==> src/icpd_map.svh <==
/*
  Address map constants for the register page decoder.
  Assumes a 64 KB page size and 16-bit in-page offsets.
*/
`ifndef ICPD_MAP_SVH
`define ICPD_MAP_SVH
`define ICPD_PAGE_LSB 16
`define ICPD_PG_DIST 16'h0000
`define ICPD_PG_MSG 16'h0001
`define ICPD_PG_TRACE 16'h0002
`define ICPD_PG_PERF 16'h0003
`define ICPD_PG_ITS0 16'h0004
`define ICPD_OFS_ID_BASE 16'hffd0
`define ICPD_OFS_PART_LO 16'hffe0
`define ICPD_OFS_PART_HI 16'hffe4
`define ICPD_RST_WORD 32'h0000_0000
`define ICPD_RST_TIE 16'h0000
`endif

==> src/icpd_pkg.sv <==
/*
  Types shared by the register page decoder.
  Assumes nothing beyond a SystemVerilog tool.
*/
package icpd_pkg;
  typedef enum logic [3:0] {
    KIND_DIST, KIND_MSG, KIND_TRACE, KIND_PERF,
    KIND_ITS_CTRL, KIND_ITS_XLATE, KIND_ITS_VSGI,
    KIND_RD_LPI, KIND_RD_SGI, KIND_RD_VLPI,
    KIND_ALIAS, KIND_RESERVED
  } icpd_kind_type;
  typedef enum logic [2:0] {
    ST_IDLE = 3'b001,
    ST_BANK = 3'b010,
    ST_RESP = 3'b100
  } icpd_state_type;
  typedef struct packed {
    icpd_kind_type kind;
    logic [7:0] unit;
  } icpd_page_type;
endpackage

==> src/icpd_register_page_decoder.sv <==
/*
  Register page decoder: takes one register access at a time from the
  subordinate port, decodes the page, answers reserved, blocked and
  identification accesses itself and forwards the rest to page banks.
  Assumes the bus side and the banks run on clk_sys_i; tie-off pins are
  asynchronous and resynchronised here.
*/
// What this block does
// - Memory-mapped registers only, fixed offsets from base
// - Reserved access errors per enable and disable
// - Reset clears all register bits to zero except state_q, which loads ST_IDLE (3'b001)
// - Data path 64, 128, 256 or 512 bits
// - Doubleword access is single-copy atomic
// - Little-endian data only
// - Write-only unknown read, read-only ignores writes
// - Security disable opens secure pages to non-secure
// - Pages 0 to 3: dist, message, trace, perf
// - Translator pages at 4 plus stride times index
// - Redistributor pages follow translators, four kinds
// - Alias page sits above last active redistributor
// - Page chosen from address bits x down to 16
// - Non-monolithic ignores bits above fold limit
// - Monolithic tie-offs give dist and translate pages
// - Identification part number at 0xFFE0 and 0xFFE4
// - Four pages per redistributor, type register reports
// - Processor numbers used for translator targets
// - Reserved offsets read zero, writes ignored
// - Non-secure to secure-only reads zero, ignores writes
`timescale 1ns/1ps
`include "icpd_map.svh"
module icpd_register_page_decoder import icpd_pkg::*; #(
  parameter int ADDR_W = 32,
  parameter int DATA_W = 64,
  parameter int ITS_TOTAL = 2,
  parameter int REDIST_MAX = 8,
  parameter bit V41 = 1'b1,
  parameter bit MONOLITHIC = 1'b0,
  // Part numbers: arbitrary values
  parameter logic [11:0] PART_DIST = 12'h0a1,
  parameter logic [11:0] PART_REDIST = 12'h0a2,
  parameter logic [11:0] PART_ITS = 12'h0a3
) (
  input wire logic clk_sys_i,
  input wire logic rst_i,
  input wire logic req_valid_i,
  output logic req_ready_o,
  input wire logic req_write_i,
  input wire logic [ADDR_W-1:0] req_addr_i,
  input wire logic [DATA_W-1:0] req_wdata_i,
  input wire logic [DATA_W/8-1:0] req_strb_i,
  input wire logic req_nonsecure_i,
  output logic rsp_valid_o,
  output logic [DATA_W-1:0] rsp_rdata_o,
  output logic rsp_error_o,
  input wire logic err_ctrl_uncorrectable_enable_i,
  input wire logic bus_error_disable_i,
  input wire logic security_disable_i,
  input wire logic [$clog2(REDIST_MAX+1)-1:0] redist_total_i,
  input wire logic [15:0] dist_page_tieoff_i,
  input wire logic [15:0] xlate_page_tieoff_i,
  output logic bank_valid_o,
  output icpd_kind_type bank_kind_o,
  output logic [7:0] bank_unit_o,
  output logic [15:0] bank_offset_o,
  output logic bank_write_o,
  output logic [DATA_W-1:0] bank_wdata_o,
  output logic [DATA_W/8-1:0] bank_strb_o,
  input wire logic bank_done_i,
  input wire logic [DATA_W-1:0] bank_rdata_i,
  output logic bad_access_o
);
  localparam int PG_W = ADDR_W - `ICPD_PAGE_LSB;
  localparam int RW = $clog2(REDIST_MAX + 1);
  localparam int SH = V41 ? 2 : 1;
  localparam int PAGE_TOTAL = 4 + ((ITS_TOTAL + REDIST_MAX) << SH) + 1;
  localparam int FOLD_W = $clog2(PAGE_TOTAL);
  localparam int BL = $clog2(DATA_W / 8);
  localparam int NW = DATA_W / 32;
  localparam logic [PG_W-1:0] FOLD_MASK = PG_W'((64'd1 << FOLD_W) - 64'd1);
  localparam logic [PG_W-1:0] ITS_BASE = PG_W'(`ICPD_PG_ITS0);
  localparam logic [PG_W-1:0] RD_BASE = PG_W'(4 + (ITS_TOTAL << SH));
  localparam logic [1:0] SUB_MASK = V41 ? 2'd3 : 2'd1;

  // Data path limited to the four legal widths
  if (DATA_W != 64 && DATA_W != 128 && DATA_W != 256 && DATA_W != 512) begin : g_bad_width
    $error("Data width must be 64, 128, 256 or 512");
  end

  function automatic icpd_page_type decode_page(input logic [PG_W-1:0] pg, input logic [RW-1:0] rtot);
    icpd_page_type p;
    logic [PG_W-1:0] rel;
    logic [PG_W-1:0] rd_end;
    logic [1:0] sub;
    p.kind = KIND_RESERVED;
    p.unit = 8'h00;
    rel = '0;
    sub = 2'd0;
    rd_end = RD_BASE + (PG_W'(rtot) << SH);
    if (pg == PG_W'(`ICPD_PG_DIST)) begin
      p.kind = KIND_DIST;
    end else if (pg == PG_W'(`ICPD_PG_MSG)) begin
      p.kind = KIND_MSG;
    end else if (pg == PG_W'(`ICPD_PG_TRACE)) begin
      p.kind = KIND_TRACE;
    end else if (pg == PG_W'(`ICPD_PG_PERF)) begin
      p.kind = KIND_PERF;
    end else if (pg < RD_BASE) begin
      rel = pg - ITS_BASE;
      sub = rel[1:0] & SUB_MASK;
      p.unit = 8'(rel >> SH);
      unique case (sub)
        2'd0: p.kind = KIND_ITS_CTRL;
        2'd1: p.kind = KIND_ITS_XLATE;
        2'd2: p.kind = KIND_ITS_VSGI;
        2'd3: p.kind = KIND_RESERVED;
      endcase
    end else if (pg < rd_end) begin
      rel = pg - RD_BASE;
      sub = rel[1:0] & SUB_MASK;
      p.unit = 8'(rel >> SH);
      unique case (sub)
        2'd0: p.kind = KIND_RD_LPI;
        2'd1: p.kind = KIND_RD_SGI;
        2'd2: p.kind = KIND_RD_VLPI;
        2'd3: p.kind = KIND_RESERVED;
      endcase
    end else if (pg == rd_end) begin
      p.kind = KIND_ALIAS;
    end
    return p;
  endfunction
  function automatic logic [11:0] part_of(input icpd_kind_type k);
    logic [11:0] v;
    v = 12'h000;
    if (k == KIND_DIST || k == KIND_ALIAS) begin
      v = PART_DIST;
    end else if (k == KIND_RD_LPI || k == KIND_RD_SGI || k == KIND_RD_VLPI) begin
      v = PART_REDIST;
    end else if (k == KIND_ITS_CTRL || k == KIND_ITS_XLATE || k == KIND_ITS_VSGI) begin
      v = PART_ITS;
    end
    return v;
  endfunction
  // Tie-off pins are asynchronous to the bus clock
  logic [15:0] dist_tie_s1_q, dist_tie_q, xlate_tie_s1_q, xlate_tie_q;
  always_ff @(posedge clk_sys_i) begin
    if (rst_i) begin
      {dist_tie_s1_q, dist_tie_q, xlate_tie_s1_q, xlate_tie_q} <= {4{`ICPD_RST_TIE}};
    end else begin
      {dist_tie_s1_q, xlate_tie_s1_q} <= {dist_page_tieoff_i, xlate_page_tieoff_i};
      {dist_tie_q, xlate_tie_q} <= {dist_tie_s1_q, xlate_tie_s1_q};
    end
  end
  logic [PG_W-1:0] pg_raw, pg_sel;
  icpd_page_type pg_dec;
  logic [11:0] part;
  logic [DATA_W-1:0] id_data;
  logic [15:0] word_ofs;
  logic id_hit, secure_block;
  always_comb begin
    pg_raw = req_addr_i[ADDR_W-1:`ICPD_PAGE_LSB];
    pg_sel = pg_raw & FOLD_MASK;
    if (MONOLITHIC) begin
      // Other pages sit relative to the distributor tie-off
      pg_sel = pg_raw - PG_W'(dist_tie_q);
    end
    pg_dec = decode_page(pg_sel, redist_total_i);
    // Distributor tie-off wins if both tie-offs name one page
    if (MONOLITHIC && (pg_raw == PG_W'(dist_tie_q) || pg_raw == PG_W'(xlate_tie_q))) begin
      pg_dec.kind = (pg_raw == PG_W'(dist_tie_q)) ? KIND_DIST : KIND_ITS_XLATE;
      pg_dec.unit = 8'h00;
    end
    part = part_of(pg_dec.kind);
    id_hit = req_addr_i[15:0] >= `ICPD_OFS_ID_BASE;
    // Trace and perf pages are secure-only unless security is disabled
    secure_block = req_nonsecure_i && !security_disable_i &&
                   (pg_dec.kind == KIND_TRACE || pg_dec.kind == KIND_PERF);
    id_data = '0;
    word_ofs = 16'h0000;
    for (int w = 0; w < NW; w++) begin
      word_ofs = {req_addr_i[15:BL], BL'(w * 4)};
      if (word_ofs == `ICPD_OFS_PART_LO) begin
        id_data[w*32 +: 32] = {24'h00_0000, part[7:0]};
      end else if (word_ofs == `ICPD_OFS_PART_HI) begin
        id_data[w*32 +: 32] = {28'h000_0000, part[11:8]};
      end
    end
  end
  icpd_state_type state_q, state_d;
  icpd_kind_type kind_q, kind_d;
  logic [7:0] unit_q, unit_d;
  logic [15:0] ofs_q, ofs_d;
  logic write_q, write_d, err_q, err_d, bad_q, bad_d;
  logic [DATA_W-1:0] wdata_q, wdata_d, rdata_q, rdata_d;
  logic [DATA_W/8-1:0] strb_q, strb_d;
  logic take;
  assign take = req_valid_i && state_q == ST_IDLE;
  always_comb begin
    state_d = state_q;
    kind_d = kind_q;
    unit_d = unit_q;
    ofs_d = ofs_q;
    write_d = write_q;
    wdata_d = wdata_q;
    strb_d = strb_q;
    rdata_d = rdata_q;
    err_d = err_q;
    bad_d = bad_q;
    unique case (state_q)
      ST_IDLE: begin
        if (req_valid_i) begin
          // Whole beat captured at once so no torn doubleword
          kind_d = pg_dec.kind;
          unit_d = pg_dec.unit;
          ofs_d = req_addr_i[15:0];
          write_d = req_write_i;
          wdata_d = req_wdata_i;
          strb_d = req_strb_i;
          rdata_d = '0;
          err_d = 1'b0;
          bad_d = 1'b0;
          state_d = ST_BANK;
          if (pg_dec.kind == KIND_RESERVED) begin
            bad_d = 1'b1;
            err_d = err_ctrl_uncorrectable_enable_i && !bus_error_disable_i;
            state_d = ST_RESP;
          end else if (secure_block) begin
            state_d = ST_RESP;
          end else if (id_hit) begin
            rdata_d = req_write_i ? '0 : id_data;
            state_d = ST_RESP;
          end
        end
      end
      ST_BANK: begin
        if (bank_done_i) begin
          rdata_d = write_q ? '0 : bank_rdata_i;
          state_d = ST_RESP;
        end
      end
      ST_RESP: state_d = ST_IDLE;
    endcase
  end

  always_ff @(posedge clk_sys_i) begin
    if (rst_i) begin
      state_q <= ST_IDLE;
      kind_q <= KIND_DIST;
      unit_q <= 8'h00;
      ofs_q <= 16'h0000;
      write_q <= 1'b0;
      wdata_q <= '0;
      strb_q <= '0;
      rdata_q <= '0;
      err_q <= 1'b0;
      bad_q <= 1'b0;
    end else begin
      state_q <= state_d;
      kind_q <= kind_d;
      unit_q <= unit_d;
      ofs_q <= ofs_d;
      write_q <= write_d;
      wdata_q <= wdata_d;
      strb_q <= strb_d;
      rdata_q <= rdata_d;
      err_q <= err_d;
      bad_q <= bad_d;
    end
  end

  assign req_ready_o = state_q == ST_IDLE;
  assign rsp_valid_o = state_q == ST_RESP;
  assign rsp_rdata_o = rdata_q;
  assign rsp_error_o = err_q && state_q == ST_RESP;
  assign bad_access_o = bad_q && state_q == ST_RESP;
  assign bank_valid_o = state_q == ST_BANK;
  assign bank_kind_o = kind_q;
  assign bank_unit_o = unit_q;
  assign bank_offset_o = ofs_q;
  assign bank_write_o = write_q;
  assign bank_wdata_o = wdata_q;
  assign bank_strb_o = strb_q;
endmodule

==> config.mk <==
export PLATFORM = sky130hd
export DESIGN_NAME = icpd_register_page_decoder
export DESIGN_NICKNAME = d
export VERILOG_FILES = /design/src/icpd_pkg.sv /design/src/icpd_register_page_decoder.sv
export VERILOG_INCLUDE_DIRS = /design/src
export SDC_FILE = /design/constraint.sdc
export NUM_CORES = 1
export LEC_CHECK = 0
export ABC_AREA = 1
export BUFFER_PORTS_ARGS = -buffer_cell sky130_fd_sc_hd__buf_2
export CORE_AREA = 2 2 151 153
export CTS_CLUSTER_SIZE = 20
export DETAILED_ROUTE_END_ITERATION = 16
export DIE_AREA = 0 0 153 155
export GPL_ROUTABILITY_DRIVEN = 0
export GPL_TIMING_DRIVEN = 0
export HOLD_SLACK_MARGIN = 0.08
export PLACE_DENSITY = 0.59
export SLEW_MARGIN = 20
export SYNTH_ARGS = -nofsm -noshare
export SYNTH_HDL_FRONTEND = slang
export SYNTH_SLANG_ARGS = --single-unit
==> constraint.sdc <==
create_clock -name clk_sys_i -period 2.7 [get_ports clk_sys_i]
set_input_delay 0.135 -clock clk_sys_i [delete_from_list [all_inputs] [get_ports clk_sys_i]]
set_output_delay 0.135 -clock clk_sys_i [all_outputs]
set_load 0.02 [all_outputs]
### Yosys cells after proc, flatten, opt, wreduce, memory -nomap -nowiden

Index checks and enable logic that the tools add are counted.

* add/subtract/negate cells: 3
* magnitude comparators: 3
* equal/unequal tests: 26
* mux-type cells: 35
* reductions and logical operators: 21

Operator list (number)
* $mux 64: 7
* $pmux 64 s2: 1
* $mux 8: 9
* $pmux 4 s4: 2
* $mux 4: 6
* $eq 4x3->1 const B: 4
* $eq 4x4->1 const B: 4
* $ge 16x16->1 const B: 1
* $logic_not 16->1: 1
* $mux 3: 5
* $eq 13x13->1 const B: 1
* $eq 6x2->1 const B: 2
* $mux 12: 1
* $pmux 3 s3: 1
* $eq 2x2->1 const B: 4
* $eq 4x2->1 const B: 2
* $add 4x6->7 const A: 1
* $eq 6x7->1: 1
* $lt 6x7->1: 1
* $sub 6x3->7 const B: 1
* $sub 6x4->7 const B: 1
* $eq 6x1->1 const B: 1
* $logic_or 1x1->1: 6
* $lt 6x4->1 const B: 1
* other kinds (14): 24

* register bits after elaboration: 170
* input port bits: 213
* output and inout bits: 170

### Logic depth before layout (Yosys ltp)

* depth after elaboration: 22
* gate-level depth with buffers: 19

### Worst setup path after synthesis

Ideal clock, no wire load.

* path kind: input -> register
* from: in redist_total_i[0]
* to: reg rdata_q[1] (netlist: rsp_rdata_o[1])
* library setup time: 0.066 ns
* arrival: 1.896 ns
* required time: 2.634 ns
* path slack: 0.738 ns
* stages on the path: 16
* cell sequence: inv_1 ha_1 xor2_1 ha_1 nand2_1 nand2_1 nand2_1 nand3_1 nand3_2 nand3_2 nand3_2 nor2_2 nand3_2 nand2_1 or2_1 a21oi_2

* cells in the longest elaborated chain, start to end: 22

RTL lines
* start: declaration: RTL line icpd_register_page_decoder.sv:58 `input wire logic [$clog2(REDIST_MAX+1)-1:0] redist_total_i,`
* $add 4x6->7 *: RTL line icpd_register_page_decoder.sv:98 `rd_end = RD_BASE + (PG_W'(rtot) << SH);`
* parallel branches: the longest is 2 deep, another holds $lt 6x7->1
* $mux 4 *: RTL line icpd_register_page_decoder.sv:117 `end else if (pg < rd_end) begin`
* $mux 12 *: RTL line icpd_register_page_decoder.sv:107 `end else if (pg < RD_BASE) begin`
* $mux 4 *: RTL line icpd_register_page_decoder.sv:105 `` end else if (pg == PG_W'(`ICPD_PG_PERF)) begin ``
* $mux 4 *: RTL line icpd_register_page_decoder.sv:103 `` end else if (pg == PG_W'(`ICPD_PG_TRACE)) begin ``
* $mux 4 *: RTL line icpd_register_page_decoder.sv:101 `` end else if (pg == PG_W'(`ICPD_PG_MSG)) begin ``
* $mux 4 *: RTL line icpd_register_page_decoder.sv:99 `` if (pg == PG_W'(`ICPD_PG_DIST)) begin ``
* (+5 left out)
* $mux 8: RTL line icpd_register_page_decoder.sv:135 `if (k == KIND_DIST || k == KIND_ALIAS) begin`
* $mux 8: RTL line icpd_register_page_decoder.sv:182 `` if (word_ofs == `ICPD_OFS_PART_LO) begin ``
* $mux 64: RTL line icpd_register_page_decoder.sv:230 `rdata_d = req_write_i ? '0 : id_data;`
* $mux 64: RTL line icpd_register_page_decoder.sv:229 `end else if (id_hit) begin`
* $mux 64: RTL line icpd_register_page_decoder.sv:227 `end else if (secure_block) begin`
* $mux 64 *: RTL line icpd_register_page_decoder.sv:223 `if (pg_dec.kind == KIND_RESERVED) begin`
* $mux 64 *: RTL line icpd_register_page_decoder.sv:211 `if (req_valid_i) begin`
* $pmux 64 s2 *: RTL line icpd_register_page_decoder.sv:209 `unique case (state_q)`
* end signal: assignment: RTL line icpd_register_page_decoder.sv:265 `rdata_q <= rdata_d;`
* end: declaration: RTL line icpd_register_page_decoder.sv:194 `logic [DATA_W-1:0] wdata_q, wdata_d, rdata_q, rdata_d;`

Mark *: on every way between the ends. The select of a mux whose other input is x is not followed.
A chain may end at the register's enable or synchronous reset.

### Worst setup path in the final report

* from: in req_addr_i[19]
* to: reg err_q

* cells in the longest elaborated chain, start to end: 10

RTL lines
* start: declaration: RTL line icpd_register_page_decoder.sv:48 `input wire logic [ADDR_W-1:0] req_addr_i,`
* parallel branches: the longest is 7 deep, another holds $lt 6x7->1
* $mux 4 *: RTL line icpd_register_page_decoder.sv:99
* $eq 4x4->1 *: RTL line icpd_register_page_decoder.sv:223
* $mux 1 *: RTL line icpd_register_page_decoder.sv:223
* end signal: assignment: RTL line icpd_register_page_decoder.sv:266 `err_q <= err_d;`
* end: declaration: RTL line icpd_register_page_decoder.sv:193 `logic write_q, write_d, err_q, err_d, bad_q, bad_d;`

Mark *: on every way between the ends.

==> metrics.yaml <==
outcome:
  status: "completed"
routing:
  drt-total-wl_um: 26000
  detail_route.wl_per_cell_um: 15.3
  drcViolationCount: 0
  drt-pass1-iter-count: 4
  wl_met3_um: 2030
  wl_met1_um: 10800
  dr_wl_met2_um: 12800
  top_layer: "met4"
  drtAntennaViolNets: 0
  initialDrtViolationCount: 386
  dr_total_vias: 7899
  vias_per_cell: 4.64
cells_and_area:
  stdcell_count: 1704
  fill_cells: 2122
  final_cell_area_um2: 11000
  area_growth_pct: 63.8
  num-nets-final: 1632
  drive_above_1_share_pct: 28.9
place:
  dp_hpwl_um: 18400
  dpl_cell_area_um2: 8750
  dp_slack_ns: 0.341
  portBuffers: 339
  dp_cells: 1509
clock_tree:
  cts_buffers: 17
  htreeDepth: 4
  clk_latency_ns: 0.42
  clock_path_buffers: 2
  cts.sinks: 167
  clk_pin_slew_worst_paths_ns: 0.07
  root_buffer: "clkbuf_16"
  cts_tree: "built"
timing:
  fmax_mhz: 396
  finalWorstSetupSlack_ns: 0.177
  fin_crit_sh_pct: 93.4
  tightest_slew_ns: 0.774
  fin_skew_ns: 0.00848
  final_max_slew_viol_count: 0
  hold_viol_final: 0
  setup_viol: 0
  tns_ns: 0
  period_needed_ns: 2.52
  rsz0062_at_grt: "no"
  max_slew_margin_pct: 48.0
setup_path:
  crit_path_end_kind: "flip-flop"
  critPathMaxFanout: 5
  worst-setup-path-type: "primary input to flip-flop"
  cp-start-kind: "primary input"
  reg2reg_depth: 13
  critPathSlowestCell: "dlygate4sd3_1"
  arrival_ns: 2.88
  critPathMaxStageDelay_ns: 0.57
  cp_cell_sequence: "dlygate4sd3_1 > buf_2 > ha_1 > nand4_1 > nand3_1 > nand3_2 > nand3_2 > nand3_2 > nor2_2 > nand3_4 > nor2_4 > nand3_2 > dlygate4sd3_1 > a21oi_2"
  cp.required_ns: 3.05
  critical_path.most_common_cell: "nand3_2"
die:
  io_pins: 383
  die_x_um: 153
  die_area_um2: 23700
  initial_core_util_pct: 30.1
  chipHeight_um: 155
  row_count: 55
  core-area_um2: 22200
power:
  peakVddDrop_mv: 0.441
  p_leak_nw: 5.37
  power_density_nw_per_um2: 687
synth:
  syn_inst: 885
  synth_most_common_cell: "nor2_1"
  synth_warnings: 0
  synth-compound-area-share_pct: 16.3
  synth_nets: 1113
  yosys.area_share.simple_pct: 24.8
  synth.distinct_cells: 32
  synth_area_leaders: "dfxtp_1, nor2_1, o21ai_0"
  ys_seq_area_share_pct: 50.0
  avgSynthCellArea_um2: 7.56
  syn_area_um2: 6690
  synth-seq-cells: 167
  synth-async-reset-ratio_pct: 0
  synth_top_flop_cell: "dfxtp_1"
  synth_adder_area_share_pct: 2.81
  synth_top_family_by_area: "simple AND/OR/NAND/NOR gates"
  synth_top_area_share_pct: 50.0
  synth_edf_count: 0
  synth_area_leader_cell: "dfxtp_1"
  yosys.area_share.xor_xnor_pct: 0.393
  synthMuxAreaShare_pct: 0
  synth_common_cells: "nor2_1, dfxtp_1, o21ai_0"
global_route:
  grt_max_degree: 17
  gr-total-overflow: 0
  first_global_vias: 8062
  grt.total_usage_pct: 21.6
  antenna_found_initial: 2
  grt_pass1_wl_um: 41200
run:
  max_cap_viol_count: 0
worst_hold_path:
  hold_depth: 4
  worstHoldPathType: "primary input to flip-flop"
## metal layers
layer  vias up  global-route usage, %
li1       3955                      -
met1      3595                   24.7
met2       320                   39.2
met3        29                   5.85
met4         0                   6.53
met5         -                      0
## report_power, final
group	internal [mW]	leakage, nW	switching, mW
Clock	1.30	0.275	1.11
Sequential	2.79	1.37	0.161
Combinational	0.760	3.72	1.40
Total	4.85	5.37	2.67
## cells by family (layout without fill, tap and decap cells)
logic type | after synthesis | after routing
and+or+nand+nor | 388 | 388
xor gates and xnor gates | 3 | 3
DFF | 167 | 167
adders and majority gates | 15 | 15
other | 0 | 2
AOI/OAI and AO/OA | 216 | 216
buffers and inverters | 96 | 628
## cells in the final DEF (no fill, tap or decap), drive strengths merged
cell type | netlist | routed
a21oi | 85 | 85
clkbuf | 42 | 61
clkinv | 0 | 3
or2 | 3 | 3
clkinvlp | 0 | 2
nor4 | 6 | 6
nand2 | 83 | 83
nand3b | 1 | 1
buf | 18 | 359
nor2 | 231 | 231
diode | 0 | 2
o21ai | 131 | 131
ha | 15 | 15
xor2 | 2 | 2
xnor2 | 1 | 1
nand4 | 6 | 6
inv | 36 | 43
bufinv | 0 | 1
dfxtp | 167 | 167
nor3 | 2 | 2
dlygate4sd3 | 0 | 159
nand3 | 56 | 56
## path summary, 6_finish.rpt
kind / start / end / slack [ns]
max: req_addr_i[19] / err_q / 0.18
min: req_addr_i[21] / bank_unit_o[6] / 0.12
max reg2reg: state_q[0] / bank_unit_o[3] / 0.39
min reg2reg: bank_unit_o[1] / bank_unit_o[1] / 0.46
## what timing repair did
action,in CTS,in global routing
setup buffers,0,2
gates resized for setup,0,5
hold buffers,159,0
endpoints found under the hold margin,158,0
endpoints found under the setup margin,0,2
## sequential cells by signal, summed over array words and instances (netlist names)
name           count
bank_wdata_o      64
rsp_rdata_o       64
bank_offset_o     16
bank_strb_o        8
bank_unit_o        5
bank_kind_o        4
state_q            3
bad_q              1
bank_write_o       1
err_q              1
## worst max-delay path: cells and delay by family
family                     cells  cell delay [ns]
adders and majority gates      1             0.30
and+or+nand+nor                9             1.10
buffers and inverters          3             1.25
AOI/OAI and AO/OA              1             0.11
## through the flow
stage,hold slack (ns),util (%),power [mW]
2_1_floorplan,0.270,-,4.16
3_3_place_gp,0.357,39.3,4.94
3_5_place_dp,0.363,39.4,4.96
4_1_cts,0.0976,49.1,7.58
5_1_grt,0.133,49.3,7.96
6_report,0.122,49.3,7.53
## area by class of cell
cell class | instances | area (µm²) | share of cell area (%)
flip-flops and latches | 167 | 3340 | 30.5
repair buffers | 500 | 3300 | 30.2
multi-input cells | 622 | 2990 | 27.3
clock buffers | 19 | 433 | 3.95
well taps | 285 | 357 | 3.25
plain buffers | 60 | 246 | 2.25
inverters | 36 | 138 | 1.26
clock inverters | 13 | 136 | 1.24
diodes | 2 | 5.00 | 0.0457
Power figures use the tool's default switching activity.
